===== config.mk =====
export PLATFORM = sky130hd
export DESIGN_NAME = ccc_charge_ctrl
export DESIGN_NICKNAME = d
export VERILOG_FILES = /design/src/inc/ccc_pkg.sv /design/src/rtl/ccc_sync.sv /design/src/rtl/ccc_charge_ctrl.sv
export SDC_FILE = /design/constraint.sdc
export NUM_CORES = 1
export LEC_CHECK = 0
export BUFFER_PORTS_ARGS = -buffer_cell sky130_fd_sc_hd__buf_4
export CAP_MARGIN = 20
export CORE_ASPECT_RATIO = 0.9
export CORE_UTILIZATION = 50
export DETAILED_ROUTE_END_ITERATION = 6
export PLACE_DENSITY = 0.77
export SLEW_MARGIN = 10
export SYNTH_ARGS = -nofsm -noshare
export SYNTH_HDL_FRONTEND = slang
export SYNTH_SLANG_ARGS = --single-unit

===== constraint.sdc =====
create_clock -name clk_sys -period 5.9 [get_ports clk_sys]
set_input_delay 0.59 -clock clk_sys [delete_from_list [all_inputs] [get_ports clk_sys]]
set_output_delay 0.59 -clock clk_sys [all_outputs]
set_load 0.02 [all_outputs]

===== src/inc/ccc_pkg.sv =====
// Package for the charge cycle control block: timing figures, defaults,
// encodings and the structs that carry configuration, analog inputs and flags.
// Assumes a single 250 MHz system clock.
package ccc_pkg;

	localparam int CLK_MHZ = 250;
	localparam int PAUSE_TIME_US = 1000;
	localparam int INT_PULSE_US = 128;
	localparam int WD_TIME_S = 50;
	localparam int SEC_PER_MIN = 60;
	localparam int US_PER_S = 1000000;

	localparam longint unsigned PAUSE_CYC = longint'(PAUSE_TIME_US) * CLK_MHZ;
	localparam longint unsigned INT_PULSE_CYC = longint'(INT_PULSE_US) * CLK_MHZ;
	localparam longint unsigned WD_CYC = longint'(WD_TIME_S) * US_PER_S * CLK_MHZ;
	localparam longint unsigned MIN_CYC = longint'(SEC_PER_MIN) * US_PER_S * CLK_MHZ;

	localparam int CNT_W = 34;
	localparam int MIN_W = 10;
	localparam int CUR_W = 8;

	// Safety time choices in minutes, selected by a two-bit code
	localparam logic [MIN_W-1:0] TMR_MIN_0 = 10'h0b4;
	localparam logic [MIN_W-1:0] TMR_MIN_1 = 10'h168;
	localparam logic [MIN_W-1:0] TMR_MIN_2 = 10'h21c;
	localparam logic [MIN_W-1:0] TMR_MIN_3 = 10'h2d0;

	localparam logic [2:0] SYSTEM_RAIL_TRACK = 3'h0;
	localparam logic [1:0] ZONE_NORMAL = 2'h0;
	localparam logic [1:0] ZONE_COOL = 2'h1;
	localparam logic [1:0] ZONE_WARM = 2'h2;

	typedef struct packed {
		logic chargeDisable;
		logic wdEnable;
		logic timerDoubling;
		logic [1:0] tmrSel;
		logic vinLoopEnable;
		logic [2:0] vinLoopSel;
		logic [2:0] pmidRegSel;
		logic [CUR_W-1:0] fastCur;
		logic [CUR_W-1:0] preCur;
		logic [CUR_W-1:0] termCur;
	} ccc_cfg_t;

	localparam ccc_cfg_t CFG_RESET = '{
		chargeDisable: 1'h0, wdEnable: 1'h1, timerDoubling: 1'h0, tmrSel: 2'h0,
		vinLoopEnable: 1'h0, vinLoopSel: 3'h0, pmidRegSel: 3'h1,
		fastCur: 8'h0a, preCur: 8'h02, termCur: 8'h01};

	typedef struct packed {
		logic vinValid;
		logic vinOvp;
		logic belowPrecharge;
		logic cvActive;
		logic vinLoopRaw;
		logic droopLoopRaw;
		logic thermRegActive;
		logic [1:0] tsZone;
		logic sysBelowEntry;
		logic sysAboveExit;
		logic atTermCurrent;
	} ccc_analog_t;

	typedef struct packed {
		logic preCharge;
		logic fastCharge;
		logic chargeDone;
		logic timerFault;
		logic vinLoopActive;
		logic droopLoopActive;
		logic supplement;
		logic overvoltage;
	} ccc_status_t;

	typedef struct packed {
		logic overvoltageFlag;
		logic vinLoopFlag;
		logic droopLoopFlag;
		logic timerExpiredFlag;
	} ccc_flags_t;

	typedef enum logic [4:0] {
		ST_OFF = 5'h01,
		ST_PRE = 5'h02,
		ST_FAST = 5'h04,
		ST_DONE = 5'h08,
		ST_FAULT = 5'h10
	} ccc_state_t;

endpackage


===== src/rtl/ccc_sync.sv =====
// Two-flop synchroniser for a bundle of independent levels.
// Assumes each bit is a slow level; multi-bit codes may tear for one cycle.
`timescale 1ns/1ns
`default_nettype none
module ccc_sync #(
	parameter int WIDTH = 1
) (
	input wire logic clk_sys,
	input wire logic srst,
	input wire logic [WIDTH-1:0] d,
	output logic [WIDTH-1:0] q
);
	logic [WIDTH-1:0] meta_q;

	always_ff @(posedge clk_sys) begin
		if (srst) begin
			meta_q <= '0;
			q <= '0;
		end else begin
			meta_q <= d;
			q <= meta_q;
		end
	end
endmodule
`default_nettype wire


===== src/rtl/ccc_charge_ctrl.sv =====
// Charge cycle control: enable, phases, termination, current-change pause,
// power-loop flags, over-voltage handling, safety timer and host watchdog.
// Assumes analog comparators, pins and the serial bus lines arrive asynchronous.
// Notes on behaviour
// - Charge only when enable pin low and inhibit bit clear.
// - Below precharge threshold use precharge current; timer limit is a quarter.
// - At precharge threshold move to fast charge at fast current.
// - Stop charging when current reaches termination level, if qualified.
// - Termination qualifies only with constant-voltage loop active in fast charge.
// - No termination while input, droop or thermal loop is active.
// - No termination in the warm temperature zone.
// - Any charge current change pauses charging about one millisecond first.
// - Input-voltage loop off after reset, host enables; 4.2 to 4.9 V code.
// - Droop loop disabled when system rail setting selects battery tracking.
// - Active input or droop loop sets status bits and event flags.
// - Supplement entered below entry offset, left above exit offset.
// - Termination inhibited while in supplement.
// - Over-voltage opens input switch, one 128 us interrupt pulse, sets flags.
// - Over-voltage status follows fault; flag clears on read after fault gone.
// - Timer starts with charge cycle; expiry without termination disables charging.
// - Expiry gives one 128 us pulse and sets timer-expired flag.
// - Timer-expired flag clears on read even if fault persists.
// - Changing timer duration while running restarts the timer.
// - With doubling, timer runs half rate while non-CC/CV loops act.
// - 50 s watchdog, on after reset, kicked by bus traffic, restores defaults.
`timescale 1ns/1ns
`default_nettype none
module ccc_charge_ctrl
	import ccc_pkg::*;
#(
	parameter longint unsigned PAUSE_CYCLES = ccc_pkg::PAUSE_CYC,
	parameter longint unsigned INT_CYCLES = ccc_pkg::INT_PULSE_CYC,
	parameter longint unsigned WD_CYCLES = ccc_pkg::WD_CYC,
	parameter longint unsigned MIN_CYCLES = ccc_pkg::MIN_CYC
) (
	input wire logic clk_sys,
	input wire logic srst,
	input wire logic chargeEnablePin_n,
	input wire ccc_pkg::ccc_analog_t analogIn,
	input wire logic busClk,
	input wire logic busData,
	input wire logic cfgWrite,
	input wire ccc_pkg::ccc_cfg_t cfgWrData,
	input wire logic flagsRead,
	input wire logic thirdFlagsRead,
	output ccc_pkg::ccc_cfg_t cfgOut,
	output ccc_pkg::ccc_status_t status,
	output ccc_pkg::ccc_flags_t flags,
	output logic [ccc_pkg::CUR_W-1:0] chargeCurrent,
	output logic chargeSwitchOn,
	output logic inputSwitchOn,
	output logic interrupt_n
);
	import ccc_pkg::*;

	localparam int SYNC_W = $bits(ccc_analog_t) + 3;

	if (PAUSE_CYCLES < 2 || INT_CYCLES < 2 || WD_CYCLES < 2 || MIN_CYCLES < 2) begin : gChkMin
		$error("cycle counts must be at least two");
	end
	if (PAUSE_CYCLES >= (64'h1 << CNT_W) || INT_CYCLES >= (64'h1 << CNT_W) ||
		WD_CYCLES >= (64'h1 << CNT_W) || MIN_CYCLES >= (64'h1 << CNT_W)) begin : gChkMax
		$error("cycle count exceeds counter width");
	end

	function automatic logic [MIN_W-1:0] tmrMinutes(input logic [1:0] sel);
		case (sel)
			2'h0: tmrMinutes = TMR_MIN_0;
			2'h1: tmrMinutes = TMR_MIN_1;
			2'h2: tmrMinutes = TMR_MIN_2;
			default: tmrMinutes = TMR_MIN_3;
		endcase
	endfunction

	logic [SYNC_W-1:0] syncOut;
	ccc_analog_t ana;
	logic ceActive;
	logic sclS;
	logic sdaS;

	ccc_sync #(.WIDTH(SYNC_W)) uSync (
		.clk_sys(clk_sys),
		.srst(srst),
		// Pin inverted ahead of the flops so their reset value reads as disabled
		.d({analogIn, !chargeEnablePin_n, busClk, busData}),
		.q(syncOut)
	);
	assign {ana, ceActive, sclS, sdaS} = syncOut;

	ccc_cfg_t cfg_q;
	ccc_state_t state_q;
	logic supplement_q;
	logic sdaPrev_q;
	logic wdExpire_q;
	logic [CNT_W-1:0] wdCnt_q;
	logic [CNT_W-1:0] tickCnt_q;
	logic [MIN_W-1:0] minCnt_q;
	logic [1:0] tmrSelPrev_q;
	logic halfPhase_q;
	logic [CNT_W-1:0] pauseCnt_q;
	logic [CUR_W-1:0] applied_q;
	logic [CNT_W-1:0] intCnt_q;
	logic ovpPrev_q;
	logic vinLoopPrev_q;
	logic droopPrev_q;
	ccc_flags_t flags_q;

	logic enable;
	logic running;
	logic vinLoopAct;
	logic droopLoopAct;
	logic termQualified;
	logic slowLoop;
	logic tmrStep;
	logic tmrRestart;
	logic tmrExpire;
	logic [MIN_W-1:0] tmrLimit;
	logic [CUR_W-1:0] targetCur;
	logic busStart;
	logic ovpRise;
	logic pulseReq;

	assign enable = ceActive && !cfg_q.chargeDisable && ana.vinValid && !ana.vinOvp;
	assign running = (state_q == ST_PRE) || (state_q == ST_FAST);
	assign vinLoopAct = ana.vinLoopRaw && cfg_q.vinLoopEnable;
	assign droopLoopAct = ana.droopLoopRaw && (cfg_q.pmidRegSel != SYSTEM_RAIL_TRACK);
	// Termination only when the taper comes from reaching target voltage
	assign termQualified = (state_q == ST_FAST) && ana.cvActive
		&& !vinLoopAct && !droopLoopAct && !ana.thermRegActive
		&& (ana.tsZone != ZONE_WARM)
		&& !supplement_q;

	// Configuration registers, restored wholesale by the watchdog
	always_ff @(posedge clk_sys) begin
		if (srst || wdExpire_q) begin
			cfg_q <= CFG_RESET;
		end else if (cfgWrite) begin
			cfg_q <= cfgWrData;
		end
	end

	// Bus start condition: data falls while clock high
	assign busStart = sclS && sdaPrev_q && !sdaS;

	always_ff @(posedge clk_sys) begin
		if (srst) begin
			sdaPrev_q <= 1'b1;
			wdCnt_q <= '0;
			wdExpire_q <= 1'b0;
		end else begin
			sdaPrev_q <= sdaS;
			wdExpire_q <= 1'b0;
			if (!cfg_q.wdEnable || busStart || cfgWrite || flagsRead || thirdFlagsRead) begin
				wdCnt_q <= '0;
			end else if (wdCnt_q == CNT_W'(WD_CYCLES - 1)) begin
				wdCnt_q <= '0;
				wdExpire_q <= 1'b1;
			end else begin
				wdCnt_q <= wdCnt_q + 1'b1;
			end
		end
	end

	always_ff @(posedge clk_sys) begin
		if (srst) begin
			supplement_q <= 1'b0;
		end else if (ana.sysBelowEntry) begin
			supplement_q <= 1'b1;
		end else if (ana.sysAboveExit) begin
			supplement_q <= 1'b0;
		end
	end

	// Safety timer: minute prescaler plus minute counter
	assign tmrLimit = (state_q == ST_PRE) ? (tmrMinutes(cfg_q.tmrSel) >> 2) : tmrMinutes(cfg_q.tmrSel);
	assign slowLoop = cfg_q.timerDoubling && (vinLoopAct || droopLoopAct || ana.thermRegActive);
	assign tmrStep = !slowLoop || halfPhase_q;
	assign tmrRestart = !running || (cfg_q.tmrSel != tmrSelPrev_q);
	assign tmrExpire = running && (minCnt_q >= tmrLimit);

	always_ff @(posedge clk_sys) begin
		if (srst) begin
			tmrSelPrev_q <= CFG_RESET.tmrSel;
			halfPhase_q <= 1'b0;
		end else begin
			tmrSelPrev_q <= cfg_q.tmrSel;
			halfPhase_q <= !halfPhase_q;
		end
	end

	always_ff @(posedge clk_sys) begin
		if (srst || tmrRestart) begin
			tickCnt_q <= '0;
			minCnt_q <= '0;
		end else if (tmrStep) begin
			if (tickCnt_q == CNT_W'(MIN_CYCLES - 1)) begin
				tickCnt_q <= '0;
				minCnt_q <= minCnt_q + 1'b1;
			end else begin
				tickCnt_q <= tickCnt_q + 1'b1;
			end
		end
	end

	// Charge phases; a disable is the only way out of done or fault
	always_ff @(posedge clk_sys) begin
		if (srst) begin
			state_q <= ST_OFF;
		end else if (!enable) begin
			state_q <= ST_OFF;
		end else begin
			case (state_q)
				ST_OFF: state_q <= ana.belowPrecharge ? ST_PRE : ST_FAST;
				ST_PRE: begin
					if (tmrExpire) begin
						state_q <= ST_FAULT;
					end else if (!ana.belowPrecharge) begin
						state_q <= ST_FAST;
					end
				end
				ST_FAST: begin
					if (termQualified && ana.atTermCurrent) begin
						state_q <= ST_DONE;
					end else if (tmrExpire) begin
						state_q <= ST_FAULT;
					end
				end
				ST_DONE: state_q <= ST_DONE;
				ST_FAULT: state_q <= ST_FAULT;
				default: state_q <= ST_OFF;
			endcase
		end
	end

	// Target current; cool and warm zones run at half the fast current
	always_comb begin
		// Idle follows the coming phase, so a fresh start needs no pause
		if (state_q == ST_PRE || (!running && ana.belowPrecharge)) begin
			targetCur = cfg_q.preCur;
		end else if (ana.tsZone == ZONE_COOL || ana.tsZone == ZONE_WARM) begin
			targetCur = cfg_q.fastCur >> 1;
		end else begin
			targetCur = cfg_q.fastCur;
		end
	end

	// Pause before a new current value takes effect
	always_ff @(posedge clk_sys) begin
		if (srst) begin
			pauseCnt_q <= '0;
			applied_q <= CFG_RESET.preCur;
		end else if (!running) begin
			pauseCnt_q <= '0;
			applied_q <= targetCur;
		end else if (pauseCnt_q != '0) begin
			pauseCnt_q <= pauseCnt_q - 1'b1;
			if (pauseCnt_q == CNT_W'(1)) begin
				applied_q <= targetCur;
			end
		end else if (targetCur != applied_q) begin
			pauseCnt_q <= CNT_W'(PAUSE_CYCLES);
		end
	end

	always_ff @(posedge clk_sys) begin
		if (srst) begin
			chargeSwitchOn <= 1'b0;
			inputSwitchOn <= 1'b0;
		end else begin
			chargeSwitchOn <= running && (pauseCnt_q == '0) && (targetCur == applied_q);
			inputSwitchOn <= ana.vinValid && !ana.vinOvp;
		end
	end

	// Event flags; a set in the same cycle as a read wins
	assign ovpRise = ana.vinOvp && !ovpPrev_q;

	always_ff @(posedge clk_sys) begin
		if (srst) begin
			ovpPrev_q <= 1'b0;
			vinLoopPrev_q <= 1'b0;
			droopPrev_q <= 1'b0;
			flags_q <= '0;
		end else begin
			ovpPrev_q <= ana.vinOvp;
			vinLoopPrev_q <= vinLoopAct;
			droopPrev_q <= droopLoopAct;
			if (ovpRise) begin
				flags_q.overvoltageFlag <= 1'b1;
			end else if (flagsRead && !ana.vinOvp) begin
				flags_q.overvoltageFlag <= 1'b0;
			end
			if (vinLoopAct && !vinLoopPrev_q) begin
				flags_q.vinLoopFlag <= 1'b1;
			end else if (flagsRead) begin
				flags_q.vinLoopFlag <= 1'b0;
			end
			if (droopLoopAct && !droopPrev_q) begin
				flags_q.droopLoopFlag <= 1'b1;
			end else if (flagsRead) begin
				flags_q.droopLoopFlag <= 1'b0;
			end
			if (tmrExpire) begin
				flags_q.timerExpiredFlag <= 1'b1;
			end else if (thirdFlagsRead) begin
				flags_q.timerExpiredFlag <= 1'b0;
			end
		end
	end

	// Pulse only when a flag goes from clear to set
	assign pulseReq = (ovpRise && !flags_q.overvoltageFlag) || (tmrExpire && !flags_q.timerExpiredFlag);

	always_ff @(posedge clk_sys) begin
		if (srst) begin
			intCnt_q <= '0;
			interrupt_n <= 1'b1;
		end else if (pulseReq) begin
			intCnt_q <= CNT_W'(INT_CYCLES);
			interrupt_n <= 1'b0;
		end else if (intCnt_q != '0) begin
			intCnt_q <= intCnt_q - 1'b1;
			if (intCnt_q == CNT_W'(1)) begin
				interrupt_n <= 1'b1;
			end
		end
	end

	always_ff @(posedge clk_sys) begin
		if (srst) begin
			status <= '0;
			chargeCurrent <= CFG_RESET.preCur;
		end else begin
			status.preCharge <= (state_q == ST_PRE);
			status.fastCharge <= (state_q == ST_FAST);
			status.chargeDone <= (state_q == ST_DONE);
			status.timerFault <= (state_q == ST_FAULT);
			status.vinLoopActive <= vinLoopAct;
			status.droopLoopActive <= droopLoopAct;
			status.supplement <= supplement_q;
			status.overvoltage <= ana.vinOvp;
			chargeCurrent <= applied_q;
		end
	end

	assign cfgOut = cfg_q;
	assign flags = flags_q;

endmodule
`default_nettype wire


# ---- Word level (Yosys, flattened, before mapping)
# Index checks and enable logic that the tools add are counted.
dict set report totals {
  ff_bits 254
  inputBits 56
  out_inout_bits 59
  word_cells 180
}
dict set report op_classes {
  add_sub_neg 5
  order_cmp 1
  n_eq_ne 21
  n_mux 31
  n_bitwise 2
  reduce_logical 79
}
# operator n
set op_table {}
lappend op_table {{two-way mux 34 bit} 3}
lappend op_table {{adder 34 x 1 -> 34 bit (second input constant)} 2}
lappend op_table {{== test 34 x 1 -> 1 bit (second input constant)} 2}
lappend op_table {{== test 34 bit (second input constant)} 2}
lappend op_table {{nonzero test 34 bit} 2}
lappend op_table {{subtractor 34 x 1 -> 34 bit (second input constant)} 2}
lappend op_table {{two-way mux 8 bit} 5}
lappend op_table {{logical NOT 34 bit} 1}
lappend op_table {{two-way mux 15 bit} 2}
lappend op_table {{case mux 10 bit (3 select lines)} 1}
lappend op_table {{logical AND 1 bit} 26}
lappend op_table {{case mux 5 bit (5 select lines)} 1}
lappend op_table {{two-way mux 5 bit} 4}
lappend op_table {{logical NOT 1 bit} 17}
lappend op_table {{nonzero test 2 bit} 8}
lappend op_table {{logical OR 1 bit} 14}
lappend op_table {{two-way mux 1 bit} 13}
lappend op_table {{adder 10 x 1 -> 10 bit (second input constant)} 1}
lappend op_table {{greater-or-equal comparator 10 bit} 1}
lappend op_table {{two-way mux 10 bit} 1}
lappend op_table {{== test 8 bit} 1}
lappend op_table {{!= test 8 bit} 1}
lappend op_table {{AND reduction 2 bit} 4}
lappend op_table {{OR reduction 2 bit} 4}
lappend op_table {{other kinds (17)} 21}

# ---- Depth between registers and ports, before layout
# Gate-level depths: netlist of run 1.
dict set report logic_depth {
  depth_word 10
  ltp_mapped 14
  ltp_nobuf 12
}

# ---- Cells and area by module
# From an unflattened synthesis of run 1, not the netlist that was laid out.
dict set report unflattened {
  cells_unflattened 1205
  hier_area_um2 10809.1
}
# module n_inst cells_per_inst area_per_inst_um2 seq_area_each_um2
set modules_own_cells {}
lappend modules_own_cells {ccc_charge_ctrl 1 1142 9927.0 4484.3}
lappend modules_own_cells {ccc_sync 1 63 882.1 600.6}

# ---- Worst setup path after synthesis of run 1
# OpenSTA, ideal clock, no wires.
dict set report synth_timing {
  kind {register to register}
  start {register state_q[2]}
  end {register intCnt_q[15]}
  setup_ns 0.128
  arrival_time_ns 3.031
  required_ns 5.772
  path_slack_ns 2.741
  stages_incl_launch_ff 15
  n_path_buf 3
  synth_period_minus_slack_ns 3.159
  cell_sequence {dfxtp_1 > buf_2 > nor4_1 > nand2_1 > clkbuf_1 > nor3_1 > ha_1 > nand2b_1 > a21o_1 > a21oi_1 > o21ai_0 > a41oi_1 > o41ai_2 > clkbuf_1 > nor2_1}
}
dict set report synth_via {
  elab_chain_cells 7
  elab_cells_between_ends 9
  cone_classes {1 x order compare; 2 x eq/ne; 1 x mux; 5 x reduce/logical}
}
# element line
set synth_rtl {}
lappend synth_rtl {{from (decl)} ccc_charge_ctrl.sv:91} ;# ccc_state_t state_q;
lappend synth_rtl {{from (signal assigned)} ccc_charge_ctrl.sv:213} ;# ST_OFF: state_q <= ana.belowPrecharge ? ST_PRE : ST_FAST;
lappend synth_rtl {{== test 5 x 2 -> 1 bit} {ccc_charge_ctrl.sv:124, ccc_charge_ctrl.sv:175}}
lappend synth_rtl {{two-way mux 10 bit} ccc_charge_ctrl.sv:175} ;# assign tmrLimit = (state_q == ST_PRE) ? (tmrMinutes(cfg_q.tmrSel) >> 2) : tmrMinutes(cfg_q.tmrSel);
lappend synth_rtl {{greater-or-equal comparator 10 bit} ccc_charge_ctrl.sv:179} ;# assign tmrExpire = running && (minCnt_q >= tmrLimit);
lappend synth_rtl {{logical AND 1 bit *} ccc_charge_ctrl.sv:179}
lappend synth_rtl {{logical AND 1 bit *} ccc_charge_ctrl.sv:312} ;# assign pulseReq = (ovpRise && !flags_q.overvoltageFlag) || (tmrExpire && !flags_q.timerExpiredFlag);
lappend synth_rtl {{logical OR 1 bit *} ccc_charge_ctrl.sv:312}
lappend synth_rtl {{OR reduction 2 bit (no source line) *} n/a}
lappend synth_rtl {{to (signal assigned)} ccc_charge_ctrl.sv:319} ;# intCnt_q <= CNT_W'(INT_CYCLES);
lappend synth_rtl {{to (signal assigned)} ccc_charge_ctrl.sv:322} ;# intCnt_q <= intCnt_q - 1'b1;
lappend synth_rtl {{to (decl)} ccc_charge_ctrl.sv:102} ;# logic [CNT_W-1:0] intCnt_q;
# Every way passes the cells marked *; elsewhere a longest branch is shown, timed or not.
# A chain may end at the register's enable or synchronous reset.

# ---- Final worst setup path of run 1
dict set report layout_timing {
  start {register state_q[0]}
  end {register intCnt_q[10]}
}
dict set report layout_via {
  elab_chain_cells 7
  elab_cells_between_ends 10
  cone_classes {1 x order compare; 2 x eq/ne; 2 x mux; 5 x reduce/logical}
}
# element line
set layout_rtl {}
lappend layout_rtl {{== test 5 x 2 -> 1 bit} {ccc_charge_ctrl.sv:124, ccc_charge_ctrl.sv:175}}
lappend layout_rtl {{two-way mux 10 bit} ccc_charge_ctrl.sv:175}
lappend layout_rtl {{greater-or-equal comparator 10 bit} ccc_charge_ctrl.sv:179}
lappend layout_rtl {{logical AND 1 bit *} ccc_charge_ctrl.sv:179}
lappend layout_rtl {{logical AND 1 bit *} ccc_charge_ctrl.sv:312}
lappend layout_rtl {{logical OR 1 bit *} ccc_charge_ctrl.sv:312}
lappend layout_rtl {{two-way mux 15 bit or nonzero test 2 bit (tied branches)} n/a}
# Marks and branches as above.

==> results of run 1 <==
-- worst max-delay path by stage --
stage                           from            end  slack, ns  cells past startpoint
after detailed placement  cfgOut[24]  tickCnt_q[29]       2.29                      6
final                     state_q[0]   intCnt_q[10]       2.34                     11
after CTS                 cfgOut[24]  tickCnt_q[24]       2.27                      6
after global placement    cfgOut[24]  tickCnt_q[21]       2.44                      6
after global routing      state_q[0]   intCnt_q[13]       2.08                     11
after floorplan           state_q[2]   intCnt_q[15]       2.74                     14
-- through the flow --
| step | hold WS (ns) | worst slack, ns | power, W | util, % | cells |
|---|---|---|---|---|---|
| 2_1_floorplan | 0.378 | 2.74 | 0.00267 | - | 1207 |
| 6_report | 0.221 | 2.34 | 0.00452 | 61.0 | 1608 |
| 3_3_place_gp | 0.386 | 2.44 | 0.00286 | 56.8 | 1564 |
| 5_1_grt | 0.208 | 2.08 | 0.00476 | 61.0 | 1608 |
| 3_5_place_dp | 0.393 | 2.29 | 0.00289 | 56.8 | 1564 |
| 4_1_cts | 0.208 | 2.27 | 0.00455 | 60.9 | 1607 |
-- layout make-up --
type | instances | area, um2
sequential | 254 | 5080
fill | 1795 | 8230
inverter | 23 | 86.3
clock buffer | 38 | 756
clock inverter | 5 | 114
timing repair buffer | 118 | 893
tap | 286 | 358
multi-input combinational | 884 | 5560
-- worst max-delay path, cell delays in order (launching register included) --
cell	delay [ns]
sky130_fd_sc_hd__dfxtp_1	0.38
sky130_fd_sc_hd__nor4_1	0.52
sky130_fd_sc_hd__nand2_1	0.39
sky130_fd_sc_hd__nor3_1	0.29
sky130_fd_sc_hd__ha_1	0.26
sky130_fd_sc_hd__nand2b_1	0.14
sky130_fd_sc_hd__a21o_1	0.17
sky130_fd_sc_hd__a21oi_1	0.14
sky130_fd_sc_hd__o21ai_0	0.09
sky130_fd_sc_hd__a41oi_1	0.62
sky130_fd_sc_hd__or4_1	0.33
sky130_fd_sc_hd__a31oi_1	0.12
-- kinds of logic (layout without fill, tap and decap cells) --
family / Yosys count / in the layout / synth area share, %
flops: 254 / 254 / 46.6
mux: 46 / 46 / 4.30
compound gates: 114 / 114 / 6.95
simple gates: 572 / 572 / 26.6
xor+xnor: 129 / 129 / 10.4
fa+ha+maj: 23 / 23 / 2.64
buf+inv: 69 / 184 / 2.52
-- registers in the layout, summed over array words and instances (netlist names), 2 cells and up --
name	flops
tmrSelPrev_q	2
applied_q	8
tickCnt_q	34
status	8
wdCnt_q	34
chargeCurrent	8
flags	4
uSync.meta_q	15
minCnt_q	10
intCnt_q	34
cfgOut	36
state_q	5
uSync.q	15
pauseCnt_q	34
-- power breakdown --
group          internal (W)  switching, W
combinational      0.000389      0.000514
clock               0.00101      0.000650
sequential          0.00184      0.000115
-- metal layers --
metal | wire (um) | global-route usage, % | share of wire, %
met4 | 532 | 5.72 | 2.3
met2 | 10600 | 34.2 | 45
met5 | 0 | 0 | 0
met1 | 11000 | 29.3 | 47
met3 | 1290 | 3.81 | 5.5
-- cell usage in the layout (no fill, tap or decap), types with 18 or more instances in the layout --
cell type	n
sky130_fd_sc_hd__nand4_1	18
sky130_fd_sc_hd__buf_4	117
sky130_fd_sc_hd__dfxtp_1	254
sky130_fd_sc_hd__inv_1	22
sky130_fd_sc_hd__nor4_1	27
sky130_fd_sc_hd__xnor2_1	69
sky130_fd_sc_hd__nor3_1	43
sky130_fd_sc_hd__xor2_1	60
sky130_fd_sc_hd__o21ai_0	25
sky130_fd_sc_hd__nor2_1	214
sky130_fd_sc_hd__ha_1	23
sky130_fd_sc_hd__nand2_1	72
sky130_fd_sc_hd__clkbuf_16	26
sky130_fd_sc_hd__or3_1	21
sky130_fd_sc_hd__nor2b_1	51
sky130_fd_sc_hd__mux2i_1	39
sky130_fd_sc_hd__nand3_1	35
sky130_fd_sc_hd__a21oi_1	36
==> out/results.txt, run 1 <==
The tools report the launch instance of the worst min-delay path as chargeEnablePin_n. The maximum clock rate is 281 MHz. The total global routing track utilization was 21.3%; the synthesis-to-finish area growth was 17.8%. The worst hold path was traced through 2 stages. sky130_fd_sc_hd__dfxtp_1 is the most common cell in the netlist.

Register-to-register path setup slack: 2.34 ns. The run finished with clean final reports. The tools report the row count as 50.

VDD sags by at most 0.213 mV. The number of nets in the synthesized netlist is 1286. The clock-pin slew on the worst setup and hold paths works out to 0.06 ns.

The die covers 0.0224 mm2. The tools report the final number of hold-violating endpoints as 0. The class of the tightest hold or removal check is input port to flip-flop.

The placeable core area was 0.0211 mm2. The run gives 1207 as the cell count after synthesis. In this run the biggest area consumer among cell types represents 46.6% of the synthesized area. Total power divided by cell area: 352 mW/mm2.

The tools report the final count of pins violating max slew as 0. The first routing iteration left 507 violations. After synthesis the cells add up to 0.0109 mm2. The tools report the clock latency on the worst-skew pair as 0.52 ns. Max-cap violations in this run came to 0.

Setup repair after global routing left no endpoint under its margin. TritonCTS built the clock tree. At the worst endpoint, the required time is 6.30 ns.

For this configuration, the core starts out at a cell density of 51.8%. Post-layout instance area: 0.0129 mm2. In the finished design, the share of the clock period the worst path needs comes to 60.3%.

sky130_fd_sc_hd__dfxtp_1 takes more of the synthesized area than any other cell. The logs give 8642 for the number of vias in the routed layout and 1386 for the net count of the finished layout. Buffers inserted to repair hold after CTS numbered 0. In this run the remaining antenna-violating nets after routing total 0. The worst min-delay path endpoint is uSync.meta_q[2]. The root buffer cell chosen for the clock tree is sky130_fd_sc_hd__clkbuf_16. Relative slew slack: 24.0%.

After detailed routing, the number of remaining DRC violations is 0. The floorplan die height was 142 um; the H-tree depth reported by CTS was 1. At the pin with the least slew margin, the transition time is 1.13 ns. The per-instance average area after synthesis was 9.04 um2.

The first global-routing pass estimated 39.0 mm of wire. The count of buffers inserted at the top-level ports came out at 114. The initial antenna violation count is 0, and the cell area reported after detailed placement is 0.0120 mm2. In the final routed layout, each cell accounts on average for 14.6 um. Setup violations remaining at the end of the flow were counted as 0.

For the maximum buffer depth of the clock tree, the log shows 3. The destination of the worst register-to-register timing path was intCnt_q[10]. The routed design could run at a clock period as short as 3.56 ns. The first TritonRoute pass finished after 5 iterations. The repair_antennas step left the layout with diodes totalling 0. The largest net degree at the start of global routing came out at 63.

By area the synthesized netlist is led by sky130_fd_sc_hd__dfxtp_1 47%, sky130_fd_sc_hd__nor2_1 7.4%, sky130_fd_sc_hd__xnor2_1 5.5%. The worst setup path is launched from a flip-flop. In the final layout, the share of cells above drive strength 1 is 13.8%. For this run, the register share of the synthesized area comes to 46.6%.

The number of register bits inferred by synthesis was 254. In this run the static leakage power is 5.08 nW. Once the clock tree was built, the resizer swapped 0 gates to a different size. The clock arrives with 0.00793 ns of skew. Counting flops with an async set or reset pin after synthesis yields a share of 0%. The tools report the signal arrival time at the worst endpoint as 3.95 ns.

Classification of the worst setup path: flip-flop to flip-flop. For this run the aggregate overflow at the end of global routing stands at 0. In this run the post-CTS setup repair buffer count came out at 0. The final wirelength was 23.4 mm.

The die is 158 um wide. The synthesized netlist contains 59 unique library cells. After detailed routing, the number of vias per cell comes to 5.37. After synthesis, the most frequently instantiated cells are 254 x sky130_fd_sc_hd__dfxtp_1, 214 x sky130_fd_sc_hd__nor2_1, 72 x sky130_fd_sc_hd__nand2_1. Final-layout setup total negative slack: 0 ns. For the clock sink total, the log shows 254. Routability-driven placement finished with a final weighted congestion of 0.859. Counting the buffers created by CTS gives 26. The sort of element at the end of the critical path is a flip-flop.

The worst register-to-register path begins at state_q[0]. Among all flip-flop cells after synthesis, the most frequent one is sky130_fd_sc_hd__dfxtp_1. The number of global-route vias before repair was 8156; the Yosys warning count was 0. The number of cells on the worst reg-to-reg path is 11.

In this run, synthesis inferred 0 flip-flops with an integrated enable. The detailed placer's ending HPWL came out at 16.4 mm. 115 I/O pins were placed. The biggest fanout along the worst timing path works out to 13.
No activity file was read; power rests on OpenSTA's default activity.
==> run 2, diff against run 1 <==
- clock period: 5.9 -> 3.3 ns (I/O delays scaled with it)
==> out/results.txt, run 2 (synthesized netlist as in run 1, its figures left out) <==
The flow ran to the end, and the final reports show no timing, DRC or antenna violations. The class of the tightest hold or removal check was input port to flip-flop (unchanged). The post-detailed-route via-to-cell ratio is 5.32 (was 5.37).

The final design utilization is 62.2% (was 61.0%), and the length in cells of the worst reg-to-reg path is 11 (unchanged). The tools report the maximum clock rate as 329 MHz (was 281 MHz). The relative slew slack is 37.9% (was 24.0%), and the TritonCTS buffer count is 26 (unchanged). TritonCTS built the clock tree. The post-cts sizing count is 0 (unchanged). The floorplan die height was 142 um (unchanged). The detailed placer's ending HPWL is 16.6 mm (was 16.4 mm). The run gives 254 (unchanged) as the clock sink total. The maximum vdd ir drop is 0.403 mV (was 0.213 mV), and the total area of multi-input combinational cells is 0.00556 mm2 (unchanged). The type of origin of the critical path is a flip-flop (unchanged). The run gives 51.8% (unchanged) as the initial core utilization. Ordered cell list for the critical path: nor4_1, nand2_1, buf_4, o31ai_1, ha_1, a211oi_1, o21ai_0, a41oi_1, buf_4, or4_1, a31o_2 (was nor4_1, nand2_1, nor3_1, ha_1, nand2b_1, a21o_1, a21oi_1, o21ai_0, a41oi_1, or4_1, a31oi_1).

The net count of the finished layout is 1410 (was 1386), and the count of routing violations after the opening detailed-route iteration is 423 (was 507). Commonest non-fill, non-tap cell in the layout: sky130_fd_sc_hd__dfxtp_1 (unchanged). The master of the slowest instance on the critical path was sky130_fd_sc_hd__or4_1 (was sky130_fd_sc_hd__a41oi_1). The die width is 158 um (unchanged), and the area of the die is 0.0224 mm2 (unchanged). The final count of pins violating max slew is 0 (unchanged), and the wire length of the first global-routing pass is 40.2 mm (was 39.0 mm). The register-to-register path setup slack came out at 0.26 ns (was 2.34 ns). The number of cells on the worst hold path is 2 (unchanged). The final critical-path share of the clock period is 92.2% (was 60.3%). The sort of element at the end of the critical path is a flip-flop (unchanged). The number of global-route vias before repair was 8327 (was 8156).

The destination of the worst register-to-register timing path was interrupt_n (was intCnt_q[10]). Setup repair after global routing left no endpoint under its margin. The tools report the DRC violation count after routing as 0 (unchanged). The synthesis-to-finish area growth works out to 20.2% (was 17.8%).

The biggest fanout along the worst timing path works out to 10 (was 13). The remaining number of nets flagged by the antenna check after routing is 0 (unchanged). The minimum clock period was 3.04 ns (was 3.56 ns). The count of buffers inserted at the top-level ports works out to 114 (unchanged). The ratio of cells with drive above 1 in the final layout came out at 15.5% (was 13.8%).

Last weighted congestion value of the routability-driven placer: 0.920 (was 0.859). The number of flip-flops in the largest register works out to 36 (unchanged). The classification of the worst setup path was flip-flop to flip-flop (unchanged). The run gives 0 (unchanged) as the final number of hold-violating endpoints.

For the length of the first detailed-routing pass in iterations, the log shows 5 (unchanged). The register cell area after layout was 0.00508 mm2 (unchanged); the maximum buffer depth of the clock tree was 3 (unchanged). The final wirelength is 24.1 mm (was 23.4 mm). The launch instance of the worst min-delay path is busClk (was chargeEnablePin_n). The average wire per standard cell is 14.7 um (was 14.6 um), and the clock latency on the worst-skew pair is 0.54 ns (was 0.52 ns).

The cell occurring most often along the worst timing path was sky130_fd_sc_hd__buf_4. Count of maximum capacitance violations: 0 (unchanged). The largest net degree at the start of global routing was 50 (was 63). The run gives 0 ns (unchanged) as the final-layout setup total negative slack.

The clock-pin slew on the worst setup and hold paths works out to 0.07 ns (was 0.06 ns). The run gives 22.0% (was 21.3%) as the total global routing track utilization. The peak per-stage delay on the critical path was 0.54 ns (was 0.62 ns). Transition time of the tightest slew-check pin: 0.928 ns (was 1.13 ns). The total power divided by cell area was 629 mW/mm2 (was 352 mW/mm2). The startpoint of the most critical register-to-register path was state_q[0] (unchanged).

Leakage power total: 5.21 nW (was 5.08 nW). The tools report the row count as 50 (unchanged). The placeable core area is 0.0211 mm2 (unchanged). The buffer type at the clock tree root is sky130_fd_sc_hd__clkbuf_16 (unchanged). For the signal arrival time at the worst endpoint, the log shows 3.46 ns (was 3.95 ns). Most frequent cells in the layout: 254 x sky130_fd_sc_hd__dfxtp_1, 214 x sky130_fd_sc_hd__nor2_1, 133 x sky130_fd_sc_hd__buf_4 (was 254 x sky130_fd_sc_hd__dfxtp_1, 214 x sky130_fd_sc_hd__nor2_1, 117 x sky130_fd_sc_hd__buf_4).

Count of fill cells added during filler insertion: 1781 (was 1795). The worst min-delay path endpoint is uSync.meta_q[1] (was uSync.meta_q[2]). Count of endpoints failing setup in the final report: 0 (unchanged). The run gives 0 (unchanged) as the initial antenna violation count.

The required time of the critical path came out at 3.72 ns (was 6.30 ns). H-tree depth reported by CTS: 1 (unchanged). For the post-placement worst setup slack, the log shows 0.320 ns (was 2.29 ns).

The number of vias in the routed layout was 8709 (was 8642). The total power consumption of the routed design was 0.00826 W (was 0.00452 W); the post-layout worst setup margin was 0.257 ns (was 2.34 ns). The logs give 115 (unchanged) for the number of top-level pins and 0 (unchanged) for the overall overflow remaining after global route.

The cell type group with the largest total delay on the critical path is simple AND/OR/NAND/NOR gates (unchanged). The setup skew after layout was 0.0219 ns (was 0.00793 ns); the count of buffering cells on the critical path with inverters included was 2 (was 0).
## run 2: changes by cell type in the layout (fill, tap and decap cells not counted), sizes merged
cell,change
buf,+15
clkbuf,-10
clkinv,+10
dlygate4sd3,+9
clkinvlp,+3
bufinv,+1
diode,+1
inv,+1
## run 2: layer usage
metal	up-vias	global-route usage (%)	wire length, um
met5	-	0	0
met4	0	7.05	639
met3	43	3.96	1290
met2	233	35.3	10700
met1	4031	29.9	11400
li1	4402	-	-
## run 2: worst max-delay path by stage
stage,startpoint,to,depth (start not counted)
CTS,state_q[0],interrupt_n,12
finish,state_q[0],interrupt_n,11
floorplan,state_q[2],intCnt_q[15],14
global route,pauseCnt_q[12],pauseCnt_q[17],8
global placement,state_q[0],interrupt_n,12
detailed placement,state_q[0],interrupt_n,12
## run 2: repair_timing
action	CTS	global route
hold buffers	9	0
endpoints found under the hold margin	9	0
setup buffers	0	0
## run 2: worst register-to-register path, cell delays in order (launching register included)
cell	delay (ns)
sky130_fd_sc_hd__dfxtp_1	0.38
sky130_fd_sc_hd__nor4_1	0.41
sky130_fd_sc_hd__nand2_1	0.19
sky130_fd_sc_hd__buf_4	0.20
sky130_fd_sc_hd__o31ai_1	0.26
sky130_fd_sc_hd__ha_1	0.23
sky130_fd_sc_hd__a211oi_1	0.08
sky130_fd_sc_hd__o21ai_0	0.08
sky130_fd_sc_hd__a41oi_1	0.13
sky130_fd_sc_hd__buf_4	0.18
sky130_fd_sc_hd__or4_1	0.54
sky130_fd_sc_hd__a31o_2	0.25
## run 2: stage by stage
stage	instances	hold slack, ns	cell area, um2
final	1638	0.0134	13100
after CTS	1637	0.000111	13100
after floorplan	1207	0.378	10900
after global placement	1580	0.386	12100
after detailed placement	1580	0.392	12100
after global routing	1637	0.0132	13100
## run 2: power by group
part           leakage, nW  internal (W)  switching, W  total (W)
logic                 2.70      0.000732      0.000923    0.00166
clock network        0.444       0.00183       0.00128    0.00311
registers             2.07       0.00329      0.000202    0.00349
total                 5.21       0.00585       0.00240    0.00826
## run 2: cell type report
class	instances	area share [%]
sequential	254	38.8
timing repair buffer	142	8.30
clock buffer	28	5.17
tap	286	2.73
clock inverter	20	1.97
multi-input combinational	884	42.4
antenna	1	0.0191
inverter	23	0.658
